## config.mk

```make
export PLATFORM = sky130hd
export DESIGN_NAME = pst_config_regs
export DESIGN_NICKNAME = d
export VERILOG_FILES = /design/src/hdl/pst_config_regs.v
export VERILOG_INCLUDE_DIRS = /design/src /design/src/hdl
export SDC_FILE = /design/constraint.sdc
export NUM_CORES = 1
export LEC_CHECK = 0
export BUFFER_PORTS_ARGS = -buffer_cell sky130_fd_sc_hd__buf_2
export CORE_AREA = 2 2 113 115
export DETAILED_ROUTE_END_ITERATION = 10
export DIE_AREA = 0 0 115 117
export PLACE_DENSITY = 0.5
export SETUP_SLACK_MARGIN = 0.1
export SLEW_MARGIN = 20
export SYNTH_ARGS = -nofsm -noshare
export SYNTH_HDL_FRONTEND = slang
export SYNTH_SLANG_ARGS = --single-unit
```

## constraint.sdc

```tcl
create_clock -name clk -period 4.6 [get_ports clk]
set_input_delay 1.15 -clock clk [delete_from_list [all_inputs] [get_ports clk]]
set_output_delay 1.15 -clock clk [all_outputs]
set_load 0.02 [all_outputs]
```

## src/hdl/pst_regs.vh

```
// Offsets, field positions, reset values for the PLL/serializer/trigger config slice.
// Assumes inclusion by the register bank module only.
//
// Overview of operation
// - Oscillator bias bits 6:0, resets 0x4f
// - One pre-emphasis value drives all lanes
// - Aux enable bit 7 gates buffer, divider
// - Mode codes: 16/32/64 UI clock, timestamp
// - Pin-override layout, resets 0x00
// - Override selects register or pin settings
// - Divided-ref select 0 off, /1 /2 /4
`ifndef PST_REGS_VH
`define PST_REGS_VH

// ----------------------------------------------------------------
// Register offsets
// ----------------------------------------------------------------
`define PST_ADDR_BIAS 7'h3f
`define PST_ADDR_PE 7'h48
`define PST_ADDR_AUX 7'h57
`define PST_ADDR_OVR 7'h58

// ----------------------------------------------------------------
// Reset values
// ----------------------------------------------------------------
`define PST_RST_BIAS 8'h4f
`define PST_RST_PE 8'h00
`define PST_RST_AUX 8'h00
`define PST_RST_OVR 8'h00
`define PST_RST_BIAS_LEVEL 7'h4f

// ----------------------------------------------------------------
// Field positions
// ----------------------------------------------------------------
`define PST_BIAS_MSB 6
`define PST_PE_MSB 3
`define PST_AUX_EN_BIT 7
`define PST_AUX_MODE_MSB 2
`define PST_OVR_EN_BIT 7
`define PST_OVR_SECOND_MSB 5
`define PST_OVR_SECOND_LSB 4
`define PST_OVR_FIRST_MSB 3
`define PST_OVR_FIRST_LSB 2
`define PST_OVR_SE_BIT 1
`define PST_OVR_PLL_EN_BIT 0

// ----------------------------------------------------------------
// Aux output mode codes
// ----------------------------------------------------------------
`define PST_MODE_16UI 3'h0
`define PST_MODE_32UI 3'h1
`define PST_MODE_64UI 3'h2
`define PST_MODE_TSTAMP 3'h3

`endif

```

## src/hdl/pst_config_regs.v

```verilog
// Register bank for PLL bias, lane pre-emphasis, aux trigger output and PLL pin override.
// Assumes a simple synchronous register port from the serial control decoder.
`timescale 1ns/10ps
`include "pst_regs.vh"

module pst_config_regs (
  input wire clk,
  input wire reset,
  input wire clk_en,
  input wire [6:0] reg_addr,
  input wire reg_wr,
  input wire [7:0] reg_wdata,
  output reg [7:0] reg_rdata,
  input wire pin_pll_enable,
  input wire pin_single_ended_ref,
  input wire [1:0] pin_first_divided_ref_select,
  input wire [1:0] pin_second_divided_ref_select,
  input wire serializer_reinit,
  input wire timestamp_input,
  output reg [6:0] oscillator_bias_level,
  output reg [3:0] lane_preemphasis_level,
  output reg aux_output_enable,
  output reg [2:0] aux_output_mode,
  output reg aux_clock_from_serializer,
  output reg [6:0] aux_divide_ui,
  output reg aux_timestamp_out,
  output reg pll_enable,
  output reg single_ended_ref_select,
  output reg [2:0] first_divided_ref_out,
  output reg [2:0] second_divided_ref_out
);

  // ----------------------------------------------------------------
  // Behaviour notes
  // ----------------------------------------------------------------
  // Mode changes while enabled are taken as written; keep enable clear.
  // Reserved bits are stored so read-back matches the last write.
  // Config pins and the timestamp pin come from outside, so are resampled.

  // ----------------------------------------------------------------
  // Storage and decode
  // ----------------------------------------------------------------
  reg [7:0] bias_reg;
  reg [7:0] pe_reg;
  reg [7:0] aux_reg;
  reg [7:0] ovr_reg;
  reg [2:0] ts_sync;
  reg [1:0] eff_first;
  reg [1:0] eff_second;
  reg eff_pll_en;
  reg eff_se;
  reg [7:0] next_rdata;
  reg [5:0] pin_s1;
  reg [5:0] pin_s2;
  reg [5:0] pin_s3;
  reg [5:0] pin_stable;

  // ----------------------------------------------------------------
  // Helper functions
  // ----------------------------------------------------------------
  // Divided-ref code to one-hot divider: bit0 /1, bit1 /2, bit2 /4
  // Shared by both divided-reference outputs
  function [2:0] div_decode;
    input [1:0] code;
    begin
      case (code)
        2'h1: div_decode = 3'h1;
        2'h2: div_decode = 3'h2;
        2'h3: div_decode = 3'h4;
        default: div_decode = 3'h0;
      endcase
    end
  endfunction

  // Aux mode to divide ratio in unit intervals
  function [6:0] ui_decode;
    input [2:0] mode;
    begin
      case (mode)
        `PST_MODE_16UI: ui_decode = 7'h10;
        `PST_MODE_32UI: ui_decode = 7'h20;
        `PST_MODE_64UI: ui_decode = 7'h40;
        default: ui_decode = 7'h00;
      endcase
    end
  endfunction

  // ----------------------------------------------------------------
  // Register storage and read-back
  // ----------------------------------------------------------------
  // Register writes, all bits stored including reserved
  always @(posedge clk or posedge reset) begin
    if (reset) begin
      bias_reg <= `PST_RST_BIAS;
      pe_reg <= `PST_RST_PE;
      aux_reg <= `PST_RST_AUX;
      ovr_reg <= `PST_RST_OVR;
    end else if (clk_en && reg_wr) begin
      if (reg_addr == `PST_ADDR_BIAS) begin
        bias_reg <= reg_wdata;
      end else if (reg_addr == `PST_ADDR_PE) begin
        pe_reg <= reg_wdata;
      end else if (reg_addr == `PST_ADDR_AUX) begin
        aux_reg <= reg_wdata;
      end else if (reg_addr == `PST_ADDR_OVR) begin
        ovr_reg <= reg_wdata;
      end
    end
  end

  // Read mux, unmapped reads return zero
  // Read data is registered, so it trails the address by one edge
  always @* begin
    if (reg_addr == `PST_ADDR_BIAS) begin
      next_rdata = bias_reg;
    end else if (reg_addr == `PST_ADDR_PE) begin
      next_rdata = pe_reg;
    end else if (reg_addr == `PST_ADDR_AUX) begin
      next_rdata = aux_reg;
    end else if (reg_addr == `PST_ADDR_OVR) begin
      next_rdata = ovr_reg;
    end else begin
      next_rdata = 8'h00;
    end
  end

  // ----------------------------------------------------------------
  // PLL setting selection
  // ----------------------------------------------------------------
  // Pin-or-register selection of PLL settings
  always @* begin
    if (ovr_reg[`PST_OVR_EN_BIT]) begin
      eff_pll_en = ovr_reg[`PST_OVR_PLL_EN_BIT];
      eff_se = ovr_reg[`PST_OVR_SE_BIT];
      eff_first = ovr_reg[`PST_OVR_FIRST_MSB:`PST_OVR_FIRST_LSB];
      eff_second = ovr_reg[`PST_OVR_SECOND_MSB:`PST_OVR_SECOND_LSB];
    end else begin
      eff_pll_en = pin_stable[5];
      eff_se = pin_stable[4];
      eff_first = pin_stable[3:2];
      eff_second = pin_stable[1:0];
    end
  end

  // ----------------------------------------------------------------
  // Input resampling
  // ----------------------------------------------------------------
  // Config pins, three stages; a bit moves once stages two and three agree
  // Bit order: PLL enable, single-ended ref, first select, second select
  always @(posedge clk or posedge reset) begin
    if (reset) begin
      pin_s1 <= 6'h00;
      pin_s2 <= 6'h00;
      pin_s3 <= 6'h00;
      pin_stable <= 6'h00;
    end else if (clk_en) begin
      pin_s1 <= {pin_pll_enable, pin_single_ended_ref,
        pin_first_divided_ref_select, pin_second_divided_ref_select};
      pin_s2 <= pin_s1;
      pin_s3 <= pin_s2;
      // Both agree high sets, both low clears, a split holds
      pin_stable <= (pin_s2 & pin_s3) | (pin_stable & (pin_s2 | pin_s3));
    end
  end

  // Timestamp resampler, three stages
  // Only the first stage sees the raw pin
  always @(posedge clk or posedge reset) begin
    if (reset) begin
      ts_sync <= 3'h0;
    end else if (clk_en) begin
      ts_sync <= {ts_sync[1:0], timestamp_input};
    end
  end

  // ----------------------------------------------------------------
  // Registered outputs
  // ----------------------------------------------------------------
  // Registered outputs
  always @(posedge clk or posedge reset) begin
    if (reset) begin
      reg_rdata <= 8'h00;
      oscillator_bias_level <= `PST_RST_BIAS_LEVEL;
      lane_preemphasis_level <= 4'h0;
      aux_output_enable <= 1'b0;
      aux_output_mode <= 3'h0;
      aux_clock_from_serializer <= 1'b0;
      aux_divide_ui <= 7'h00;
      aux_timestamp_out <= 1'b0;
      pll_enable <= 1'b0;
      single_ended_ref_select <= 1'b0;
      first_divided_ref_out <= 3'h0;
      second_divided_ref_out <= 3'h0;
    end else if (clk_en) begin
      // Register-held levels
      reg_rdata <= next_rdata;
      oscillator_bias_level <= bias_reg[`PST_BIAS_MSB:0];
      lane_preemphasis_level <= pe_reg[`PST_PE_MSB:0];
      aux_output_enable <= aux_reg[`PST_AUX_EN_BIT];
      aux_output_mode <= aux_reg[`PST_AUX_MODE_MSB:0];
      // Clock modes come from serializer, gated by enable and reinit
      aux_clock_from_serializer <= aux_reg[`PST_AUX_EN_BIT] && !serializer_reinit &&
        (aux_reg[`PST_AUX_MODE_MSB:0] <= `PST_MODE_64UI);
      aux_divide_ui <= aux_reg[`PST_AUX_EN_BIT] ?
        ui_decode(aux_reg[`PST_AUX_MODE_MSB:0]) : 7'h00;
      // Timestamp once second and third stage agree
      if (aux_reg[`PST_AUX_EN_BIT] && aux_reg[`PST_AUX_MODE_MSB:0] == `PST_MODE_TSTAMP) begin
        if (ts_sync[1] == ts_sync[2]) begin
          aux_timestamp_out <= ts_sync[2];
        end
      end else begin
        aux_timestamp_out <= 1'b0;
      end
      // PLL settings from pins or override
      pll_enable <= eff_pll_en;
      single_ended_ref_select <= eff_se;
      first_divided_ref_out <= div_decode(eff_first);
      // Second output runs only with the first
      second_divided_ref_out <= (eff_first != 2'h0) ? div_decode(eff_second) : 3'h0;
    end
  end

endmodule // pst_config_regs

```

==> results of run 1 <==
[path summary, 6_finish.rpt]
kind                                                  end  slack, ps  depth (start not counted)
min in group asynchronous                   pin_stable[2]        690                          2
worst min register to register              pin_stable[2]        490                          2
worst max register to register  second_divided_ref_out[2]       3020                          4
worst min-delay path                        pin_stable[2]        490                          2
worst max-delay path                           aux_reg[5]       1830                          5
max in group asynchronous        oscillator_bias_level[5]       3030                          3
[final cells by class]
| class | count | area (um^2) | share of cell area |
|---|---|---|---|
| Multi-Input combinational cell | 189 | 1592 | 0.3251 |
| Sequential cell | 95 | 2390 | 0.4881 |
| Tap cell | 150 | 187.7 | 0.03833 |
| Timing Repair Buffer | 65 | 332.8 | 0.06798 |
| Clock buffer | 11 | 232.7 | 0.04753 |
| Clock inverter | 5 | 58.81 | 0.01201 |
| Inverter | 27 | 102.6 | 0.02096 |
[Yosys cell counts]
library cell  instances  area share
mux2_2               62        0.17
buf_6                 1      0.0027
nand2_1               5      0.0045
buf_1                 1     0.00090
dfstp_2              10       0.063
and4bb_2              1      0.0030
nor2b_1               1      0.0015
o21ai_0              16       0.019
a21oi_1              23       0.028
nor3b_2               1      0.0030
conb_1                1     0.00090
inv_1                27       0.024
nor2_1                9      0.0081
buf_2                 2      0.0024
and4b_1               1      0.0024
o22a_2                8       0.019
nand4_1               2      0.0030
nor4b_4               1      0.0057
a32o_1                1      0.0024
mux2_4                8       0.029
mux2i_1              10       0.024
nand2b_1             10       0.015
dfrtp_1              85        0.51
or3_1                 2      0.0030
o22ai_1              13       0.019
nand3_1               6      0.0072
buf_4                 5      0.0090
nor3_2                2      0.0048
a22oi_1               1      0.0018
nand3b_4              1      0.0048
or3b_2                1      0.0021
clkbuf_1             11      0.0099
[through the flow]
stage	cells	worst slack, ps	area, um^2	util
5_1_grt	542	1758	4896	0.3977
3_3_place_gp	526	1503	4604	0.3740
6_report	542	1831	4896	0.3977
2_1_floorplan	331	989.5	4187	-
3_5_place_dp	526	1495	4604	0.3740
4_1_cts	542	1844	4896	0.3977
[routing by layer]
layer / up-vias / global-route usage
met5: - / 0
met4: 0 / 0.05783
met3: 10 / 0.03141
met2: 42 / 0.2243
met1: 1299 / 0.1848
li1: 1263 / -
[tightest hold or removal path, stage by stage, from the launching register on]
cell	delay, ps
dfrtp_1	340
a21oi_1	40
nor2_1	70
[power groups by stage]
stage | combinational (mW) | sequential (mW) | clock (mW)
2_1_floorplan | 0.156 | 0.999 | 0
3_3_place_gp | 0.242 | 0.987 | 0
3_5_place_dp | 0.247 | 0.990 | 0
4_1_cts | 0.249 | 0.976 | 0.753
5_1_grt | 0.275 | 0.988 | 0.787
6_report | 0.243 | 0.975 | 0.732
[kinds of logic after synthesis]
group | after synthesis | share of synthesized area
flops | 95 | 0.5724
mux | 80 | 0.2200
compound gates | 62 | 0.08960
buf+inv | 47 | 0.04915
simple gates | 43 | 0.06802
other cells | 1 | 0.0008981
==> PnR_summary.wiki, run 1 <==
{| class="wikitable"
! Metric !! Value
|-
| Result of the run || finished, final reports clean
|-
| Final routed wirelength across all metal layers || between 8000 and 9000 um
|-
| Met3 WL post-DR || 276 um
|-
| Slew at the pin closest to its max-slew limit || about 900 ps
|-
| Arr. time, crit path || 2990 ps
|-
| Std-Cell Rows || between 40 and 50
|-
| Fillers || around 1200
|-
| Kind of cell adding the most delay to the critical path || simple AND/OR/NAND/NOR gates
|-
| Diode count || 0
|-
| Synth cell types || 32
|-
| Estimated wirelength of the detail-placed design || ~6100 um
|-
| Startpoint types || input port
|-
| Largest incremental delay on the critical path || 680 ps
|-
| Net switching share of the total power || 0.2565
|-
| Flops & latches, synth || 95
|-
| Source of the worst register-to-register timing path || ovr_reg[7]
|-
| Clk Latency, worst-skew pair || roughly 340 ps
|-
| Type of the setup path with the least slack || input port to flip-flop
|-
| Peak ir drop on the vdd network || 0.0001974 V
|-
| Slew Limit Headroom || 0.3995
|-
| Via-per-instance ratio || 4.823
|-
| Residual DRC count || 0
|-
| Synthesis warning total || 0
|-
| Share of layout cells above drive strength 1 || 0.4464
|-
| WL/cell || 16.08 um
|-
| Core Box Area || 12310 um^2
|-
| Total of max-cap violations || 0
|-
| Number of I/O pins || 67
|-
| Mapped Avg Cell Area || 12.73 um^2
|-
| Type of destination of the critical path || flip-flop
|-
| Total global routing track utilization || 0.1400
|-
| Net switching power figure || 0.5002 mW
|-
| Placer Congestion || 0.7577
|-
| Total power divided by cell area || 398.3 nW/um^2
|-
| Clock slew at the register clock pins of the worst setup and hold paths || 60 ps
|-
| Portion of total power attributed to combinational logic || 0.125
|-
| Required time of the worst setup path || 4820 ps
|-
| Total global routing overflow || 0
|-
| Proportion of synthesized chip area in sequential cells || 0.5724
|-
| Total Power Consumption || 1.950 mW
|-
| Internal Dissipation || about 1.5 mW
|-
| Maximum count of clock buffers along a single path || 2
|-
| Height of the die || 117 um
|-
| Post-cts resize count || 0
|-
| Setup TNS || 0 ps
|-
| Startpoint of the tightest hold check path || pin_s3[2]
|-
| DR iter-0 viols || between 90 and 100
|-
| Post-layout minimum cycle time || between 2000 and 3000 ps
|-
| Area enclosed by the die boundary || around 13000 um^2
|-
| Tightest Hold Check Type || flip-flop to flip-flop
|-
| Highest attainable clock frequency || 0.3611 GHz
|-
| Commonest cells after routing, fill and taps aside || dfrtp_1 (85), mux2_2 (62), buf_2 (62)
|-
| RSZ-0062 raised after global routing || false
|-
| Root cell of the clock tree || clkbuf_16
|-
| Number of buffers created by CTS || 9
|-
| Global-route wire length before repair || 14410 um
|-
| Antenna-violating nets left || 0
|-
| Flop pwr share || 0.500
|-
| Share of power burned in the clock network || 0.375
|-
| Slowest cell on crit path || nor3_2
|-
| Number of nets at the end of the flow || 414
|-
| Post-synthesis instance area || 4175 um^2
|-
| Met1 WL || 4183 um
|-
| Launching element of the worst setup path || reg_addr[4]
|-
| Setup skew after layout || 8.805 ps
|-
| Cell chain of the critical path || buf_2 -> and4bb_2 -> inv_1 -> nor3_2 -> mux2_2
|-
| Post-CTS setup buffer count || 0
|-
| Via count of the first global-routing pass || roughly 2700
|-
| Worst Path Buf+Inv || 2
|-
| Count of hold buffers inserted by post-cts repair || 0
|-
| Number of clock sinks || 95
|-
| Length of routed met2 wiring || slightly above 4000 um
|-
| Max FO, Critical Path || 12
|-
| Initial antenna violation count || 0
|-
| Die Span X || 115 um
|-
| Hold Vio Cnt, Final || 0
|-
| TritonCTS clock tree || done
|-
| Number of vias after detailed routing || 2614
|-
| Starting density of the core || 0.3391
|-
| Worst hold slack after final layout || 489.4 ps
|-
| DR pass1 iterations || 4
|-
| Layout overhead on the synthesized area || 17.26%
|-
| Number of H-tree levels || 3
|-
| Leakage dissipation || 2.316 nW
|-
| Max Slew Vio Count || 0
|-
| Number of standard cells after synthesis || 328
|-
| Period utilisation layout || 0.6020
|-
| Pin count of the biggest net entering global routing || 89
|-
| Most common cell after layout, fill and taps aside || dfrtp_1
|-
| Final setup vio count || 0
|-
| I/O Buffers || 62
|-
| Top routing layer used || met4
|}
Power figures use the tool's default switching activity.
==> run 2: changes to the inputs <==
Settings changed: PLACE_DENSITY 0.5 to 0.52.
Clock period 4.6 ns to 2.4 ns, I/O delays scaled along.
==> PnR_summary.wiki, run 2 (synthesized netlist as in run 1, its figures left out) <==
{| class="wikitable"
! Metric !! Value
|-
| Std-Cell Rows || 41 (unchanged)
|-
| Type of destination of the critical path || flip-flop (unchanged)
|-
| Post-layout minimum cycle time || approximately 1900 ps
|-
| Maximum count of clock buffers along a single path || 2 (unchanged)
|-
| Slew at the pin closest to its max-slew limit || 659.5 ps (was 900.7 ps)
|-
| Setup TNS || 0 ps (unchanged)
|-
| Area of placed instances || 4695 um^2 (was 4604 um^2)
|-
| Final critical-path setup slack || 518.7 ps (was 1831 ps)
|-
| DR pass1 iterations || 4 (unchanged)
|-
| Source of the worst register-to-register timing path || ovr_reg[7] (unchanged)
|-
| WL/cell || 15.11 um (was 16.08 um)
|-
| Root cell of the clock tree || clkbuf_16 (unchanged)
|-
| Worst slack at placement || 153.6 ps (was 1495 ps)
|-
| Result of the run || finished, final reports clean (unchanged)
|-
| Most common cell after layout, fill and taps aside || dfrtp_1 (unchanged)
|-
| Total global routing track utilization || 0.1335 (was 0.1400)
|-
| Startpoint types || input port (unchanged)
|-
| Core Box Area || 12310 um^2 (unchanged)
|-
| Die Span X || 115 um (unchanged)
|-
| End of the worst register-to-register path || second_divided_ref_out[2] (unchanged)
|-
| Final routed wirelength across all metal layers || 8340 um (was 8718 um)
|-
| Estimated wirelength of the detail-placed design || 5817 um (was 6052 um)
|-
| I/O Buffers || 62 (unchanged)
|-
| Hold Vio Cnt, Final || 0 (unchanged)
|-
| Via count of the first global-routing pass || 2697 (was 2731)
|-
| Starting density of the core || 0.3391 (unchanged)
|-
| Initial antenna violation count || 0 (unchanged)
|-
| Type of the setup path with the least slack || input port to flip-flop (unchanged)
|-
| Peak ir drop on the vdd network || 0.0002711 V (was 0.0001974 V)
|-
| R2r setup slk || 820 ps (was 3020 ps)
|-
| Arr. time, crit path || 2100 ps (was 2990 ps)
|-
| Layout overhead on the synthesized area || 19.60% (was 17.26%)
|-
| Placer Congestion || 0.7580 (was 0.7577)
|-
| RSZ-0062 raised after global routing || false (unchanged)
|-
| Via-per-instance ratio || 4.804 (was 4.823)
|-
| Clock slew at the register clock pins of the worst setup and hold paths || 60 ps (about the same)
|-
| Leakage dissipation || 2.379 nW (was 2.316 nW)
|-
| Worst Setup EP || ovr_reg[6] (was aux_reg[5])
|-
| Post-route insts no fill || 552 (was 542)
|-
| Post-cts resize count || 0 (unchanged)
|-
| Total global routing overflow || 0 (unchanged)
|-
| Pin count of the biggest net entering global routing || 96 (was 89)
|-
| Share of layout cells above drive strength 1 || 0.4627 (was 0.4464)
|-
| Number of H-tree levels || 3 (unchanged)
|-
| FF-to-FF path depth || 4 (unchanged)
|-
| DR iter-0 viols || 129 (was 99)
|-
| Final setup vio count || 0 (unchanged)
|-
| Height of the die || 117 um (unchanged)
|-
| Max Slew Vio Count || 0 (unchanged)
|-
| Slew Limit Headroom || 0.5603 (was 0.3995)
|-
| Fillers || 1188 (was 1199)
|-
| Highest attainable clock frequency || 0.5316 GHz
|-
| Area enclosed by the die boundary || 13460 um^2 (unchanged)
|-
| Required time of the worst setup path || 2620 ps (was 4820 ps)
|-
| Count of hold buffers inserted by post-cts repair || 0 (unchanged)
|-
| TritonCTS clock tree || done (unchanged)
|-
| Commonest cells after routing, fill and taps aside || dfrtp_1 (85), mux2_2 (62), buf_2 (62) (unchanged)
|-
| Period utilisation layout || 0.7839
|-
| Total of max-cap violations || 0 (unchanged)
|-
| Number of vias after detailed routing || 2652 (was 2614)
|-
| Worst hold slack after final layout || 391.0 ps (was 489.4 ps)
|-
| Clk Latency, worst-skew pair || 340 ps (about the same)
|-
| Max FO, Critical Path || 8 (was 12)
|-
| Multi-input gate area || 1592 um^2 (unchanged)
|-
| Total power divided by cell area || 753.7 nW/um^2 (was 398.3 nW/um^2)
|-
| Antenna-violating nets left || 0 (unchanged)
|-
| Post-route design area || 4994 um^2 (was 4896 um^2)
|-
| Diode count || 0 (unchanged)
|-
| Post-CTS setup buffer count || 0 (unchanged)
|-
| Number of placed cells counting well taps || 536 (was 526)
|-
| Tightest Hold Check Type || input port to asynchronous set/reset pin (was flip-flop to flip-flop)
|-
| Launching element of the worst setup path || reg_addr[1] (was reg_addr[4])
|-
| Number of nets at the end of the flow || 424 (was 414)
|-
| Residual DRC count || 0 (unchanged)
|-
| Number of clock sinks || 95 (unchanged)
|-
| Setup skew after layout || 6.559 ps (was 8.805 ps)
|-
| Number of buffers created by CTS || 9 (unchanged)
|-
| Flip-flop and latch area || 2390 um^2 (unchanged)
|-
| Global-route wire length before repair || 13740 um (was 14410 um)
|-
| Number of I/O pins || 67 (unchanged)
|}
-- run 2: changes by cell type in the layout (fill, tap and decap cells not counted), sizes merged --
cell and delta:
buf +10, clkinv -1, inv +1
-- run 2: worst min-delay path by stage --
stage,depth (start not counted),slack [ps],start,to
2_1_floorplan,2,460,pin_s3[0],pin_stable[0]
3_3_place_gp,2,470,pin_s3[1],pin_stable[1]
6_report,3,390,reset,reg_rdata[6]
4_1_cts,3,430,reset,pin_s3[5]
5_1_grt,3,450,reset,reg_rdata[6]
3_5_place_dp,2,480,pin_s3[5],pin_stable[5]
-- run 2: cell type report --
type,instances,area share
inverters,27,0.02105
multi-input cells,189,0.3187
clock inverters,5,0.01128
well taps,150,0.03758
repair buffers,75,0.08419
flip-flops and latches,95,0.4786
clock buffers,11,0.04861
-- run 2: routing by layer --
layer | GRT usage | wire length, um | vias up
li1 | - | - | 1288
met1 | 0.1800 | 4042 | 1314
met2 | 0.2106 | 3878 | 40
met3 | 0.02369 | 282 | 10
met4 | 0.06265 | 137 | 0
met5 | 0 | 0 | -
-- run 2: stage by stage --
stage | power [mW] | util
2_1_floorplan | 2.216 | -
3_3_place_gp | 2.355 | 0.3813
3_5_place_dp | 2.375 | 0.3813
4_1_cts | 3.822 | 0.4056
5_1_grt | 3.963 | 0.4056
6_report | 3.764 | 0.4056
-- run 2: power breakdown --
group | leakage [nW] | internal [mW] | switching [mW]
Combinational | 1.01 | 0.218 | 0.252
Clock | 0.146 | 0.836 | 0.592
Sequential | 1.22 | 1.76 | 0.107
-- run 2: critical path: stages --
cell and delay, ps:
buf_2 120, nor4b_4 310, nand3b_4 120, or3_1 580, mux2_4 370
==> run 3: changes to the inputs <==
Settings changed: PLACE_DENSITY 0.52 to 0.5.
Clock period 2.4 ns to 1.8 ns, I/O delays scaled along.
==> PnR_summary.wiki, run 3 (synthesized netlist as in run 1, its figures left out) <==
{| class="wikitable"
! Metric !! Value
|-
| Period utilisation layout || 0.9048
|-
| Total Power Consumption || 4.811 mW (was 3.764 mW)
|-
| Setup TNS || 0 ps (unchanged)
|-
| Worst hold slack after final layout || 229.3 ps (was 391.0 ps)
|-
| Starting density of the core || 0.3391 (unchanged)
|-
| Startpoint types || input port (unchanged)
|-
| Initial antenna violation count || 0 (unchanged)
|-
| Slowest cell on crit path || or3_1 (unchanged)
|-
| Total power divided by cell area || 955.2 nW/um^2 (was 753.7 nW/um^2)
|-
| DR pass1 iterations || 4 (unchanged)
|-
| Utilization after layout || 0.4090 (was 0.4056)
|-
| Source of the worst register-to-register timing path || ovr_reg[7] (unchanged)
|-
| Setup skew after layout || 5.798 ps (was 6.559 ps)
|-
| Post-route design area || 5036 um^2 (was 4994 um^2)
|-
| Max Slew Vio Count || 0 (unchanged)
|-
| Pin count of the biggest net entering global routing || 96 (unchanged)
|-
| Required time of the worst setup path || 2020 ps (was 2620 ps)
|-
| Area of placed instances || 4780 um^2 (was 4695 um^2)
|-
| Number of buffers created by CTS || 9 (unchanged)
|-
| WL/cell || 15.55 um (was 15.11 um)
|-
| Arr. time, crit path || 1850 ps (was 2100 ps)
|-
| Estimated wirelength of the detail-placed design || 5866 um (was 5817 um)
|-
| Final setup vio count || 0 (unchanged)
|-
| Number of vias after detailed routing || 2695 (was 2652)
|-
| Via count of the first global-routing pass || 2776 (was 2697)
|-
| Core Box Area || 12310 um^2 (unchanged)
|-
| Layout overhead on the synthesized area || 20.62% (was 19.60%)
|-
| Diode count || 0 (unchanged)
|-
| RSZ-0062 raised after global routing || false (unchanged)
|-
| Type of destination of the critical path || flip-flop (unchanged)
|-
| Number of placed cells counting well taps || 538 (was 536)
|-
| Maximum count of clock buffers along a single path || 2 (unchanged)
|-
| Total of max-cap violations || 0 (unchanged)
|-
| Max FO, Critical Path || 8 (unchanged)
|-
| Height of the die || 117 um (unchanged)
|-
| Slew at the pin closest to its max-slew limit || 537.1 ps (was 659.5 ps)
|-
| Total global routing overflow || 0 (unchanged)
|-
| Result of the run || finished, final reports clean (unchanged)
|-
| TritonCTS clock tree || done (unchanged)
|-
| Hold Vio Cnt, Final || 0 (unchanged)
|-
| Type of the setup path with the least slack || input port to flip-flop (unchanged)
|-
| Area enclosed by the die boundary || 13460 um^2 (unchanged)
|-
| Global-route wire length before repair || 14270 um (was 13740 um)
|-
| Root cell of the clock tree || clkbuf_16 (unchanged)
|-
| Highest attainable clock frequency || 0.6140 GHz
|-
| Clock slew at the register clock pins of the worst setup and hold paths || 60 ps (about the same)
|-
| DR iter-0 viols || 119 (was 129)
|-
| Largest incremental delay on the critical path || 360 ps (was 580 ps)
|-
| Total global routing track utilization || 0.1387 (was 0.1335)
|-
| Leakage dissipation || 2.412 nW (was 2.379 nW)
|-
| Die Span X || 115 um (unchanged)
|-
| Residual DRC count || 0 (unchanged)
|-
| R2r setup slk || 320 ps (was 820 ps)
|-
| Number of H-tree levels || 3 (unchanged)
|-
| End of the worst register-to-register path || second_divided_ref_out[2] (unchanged)
|-
| Cell chain of the critical path || buf_2 -> nor4b_4 -> nand3b_4 -> or3_1 -> buf_4 -> mux2_4 (was buf_2 -> nor4b_4 -> nand3b_4 -> or3_1 -> mux2_4)
|-
| Share of layout cells above drive strength 1 || 0.4591 (was 0.4627)
|-
| Slew Limit Headroom || 0.6419 (was 0.5603)
|-
| Worst Setup EP || ovr_reg[4] (was ovr_reg[6])
|-
| Post-route insts no fill || 553 (was 552)
|-
| Std-Cell Rows || 41 (unchanged)
|-
| Number of I/O pins || 67 (unchanged)
|-
| FF-to-FF path depth || 5 (was 4)
|-
| Peak ir drop on the vdd network || 0.0003618 V (was 0.0002711 V)
|-
| Clk Latency, worst-skew pair || 340 ps (about the same)
|-
| Worst Path Buf+Inv || 2 (was 1)
|-
| Launching element of the worst setup path || reg_addr[1] (unchanged)
|-
| Number of clock sinks || 95 (unchanged)
|-
| Tightest Hold Check Type || input port to asynchronous set/reset pin (unchanged)
|-
| Number of nets at the end of the flow || 426 (was 424)
|-
| Kind of cell adding the most delay to the critical path || simple AND/OR/NAND/NOR gates (unchanged)
|-
| Critical Path Stages || 6 (was 5)
|-
| I/O Buffers || 62 (unchanged)
|-
| Worst slack at placement || -191.7 ps (was 153.6 ps)
|-
| Most common cell after layout, fill and taps aside || dfrtp_1 (unchanged)
|-
| Commonest cells after routing, fill and taps aside || dfrtp_1 (85), buf_2 (62), mux2_2 (54) (was dfrtp_1 (85), mux2_2 (62), buf_2 (62))
|-
| Via-per-instance ratio || 4.873 (was 4.804)
|-
| Final routed wirelength across all metal layers || 8597 um (was 8340 um)
|-
| Placer Congestion || 0.7471 (was 0.7580)
|-
| Fillers || 1195 (was 1188)
|-
| Final critical-path setup slack || 171.3 ps (was 518.7 ps)
|-
| Post-layout minimum cycle time || 1629 ps
|-
| Antenna-violating nets left || 0 (unchanged)
|}
run 3: worst min path at each step:
| stage | startpoint | endpoint | slack, ps | cells after the start |
|---|---|---|---|---|
| floorplan | pin_s3[0] | pin_stable[0] | 460 | 2 |
| global placement | pin_s3[5] | pin_stable[5] | 470 | 2 |
| detailed placement | pin_s3[3] | pin_stable[3] | 480 | 2 |
| CTS | reset | aux_output_mode[2] | 280 | 3 |
| global route | reset | reg_rdata[6] | 290 | 3 |
| finish | reset | aux_output_enable | 230 | 3 |
run 3: where the power goes:
part | switching [mW] | total, mW | internal [mW]
Clock | 0.750 | 1.68 | 0.926
Combinational | 0.345 | 0.646 | 0.301
Sequential | 0.145 | 2.49 | 2.34
run 3: layer usage:
layer  up-vias  track usage  share of wire
met3        11      0.03141          0.043
met1      1352       0.1916           0.49
met4         0      0.06265          0.016
li1       1281            -              -
met2        51       0.2098           0.45
met5         -            0              0
run 3: cell type report:
| cell class | count | area, um^2 | area share |
|---|---|---|---|
| multi-input combinational | 189 | 1640 | 0.3257 |
| tap | 150 | 187.7 | 0.03727 |
| sequential | 95 | 2390 | 0.4745 |
| clock inverter | 2 | 10.01 | 0.001988 |
| clock buffer | 13 | 240.2 | 0.04770 |
| inverter | 27 | 107.6 | 0.02137 |
| timing repair buffer | 77 | 460.4 | 0.09143 |
run 3: worst register-to-register path, cell delays in order, from the launching register on:
cell and delay (ps):
dfrtp_1 490, buf_4 210, mux2_2 340, nand4_1 110, nand2b_1 110, o21ai_0 90
run 3: what timing repair did:
action,4_1_cts,5_1_grt
setup endpoints to repair,0,5
setup buffers,0,0
hold buffers,0,0
resized for setup,0,1
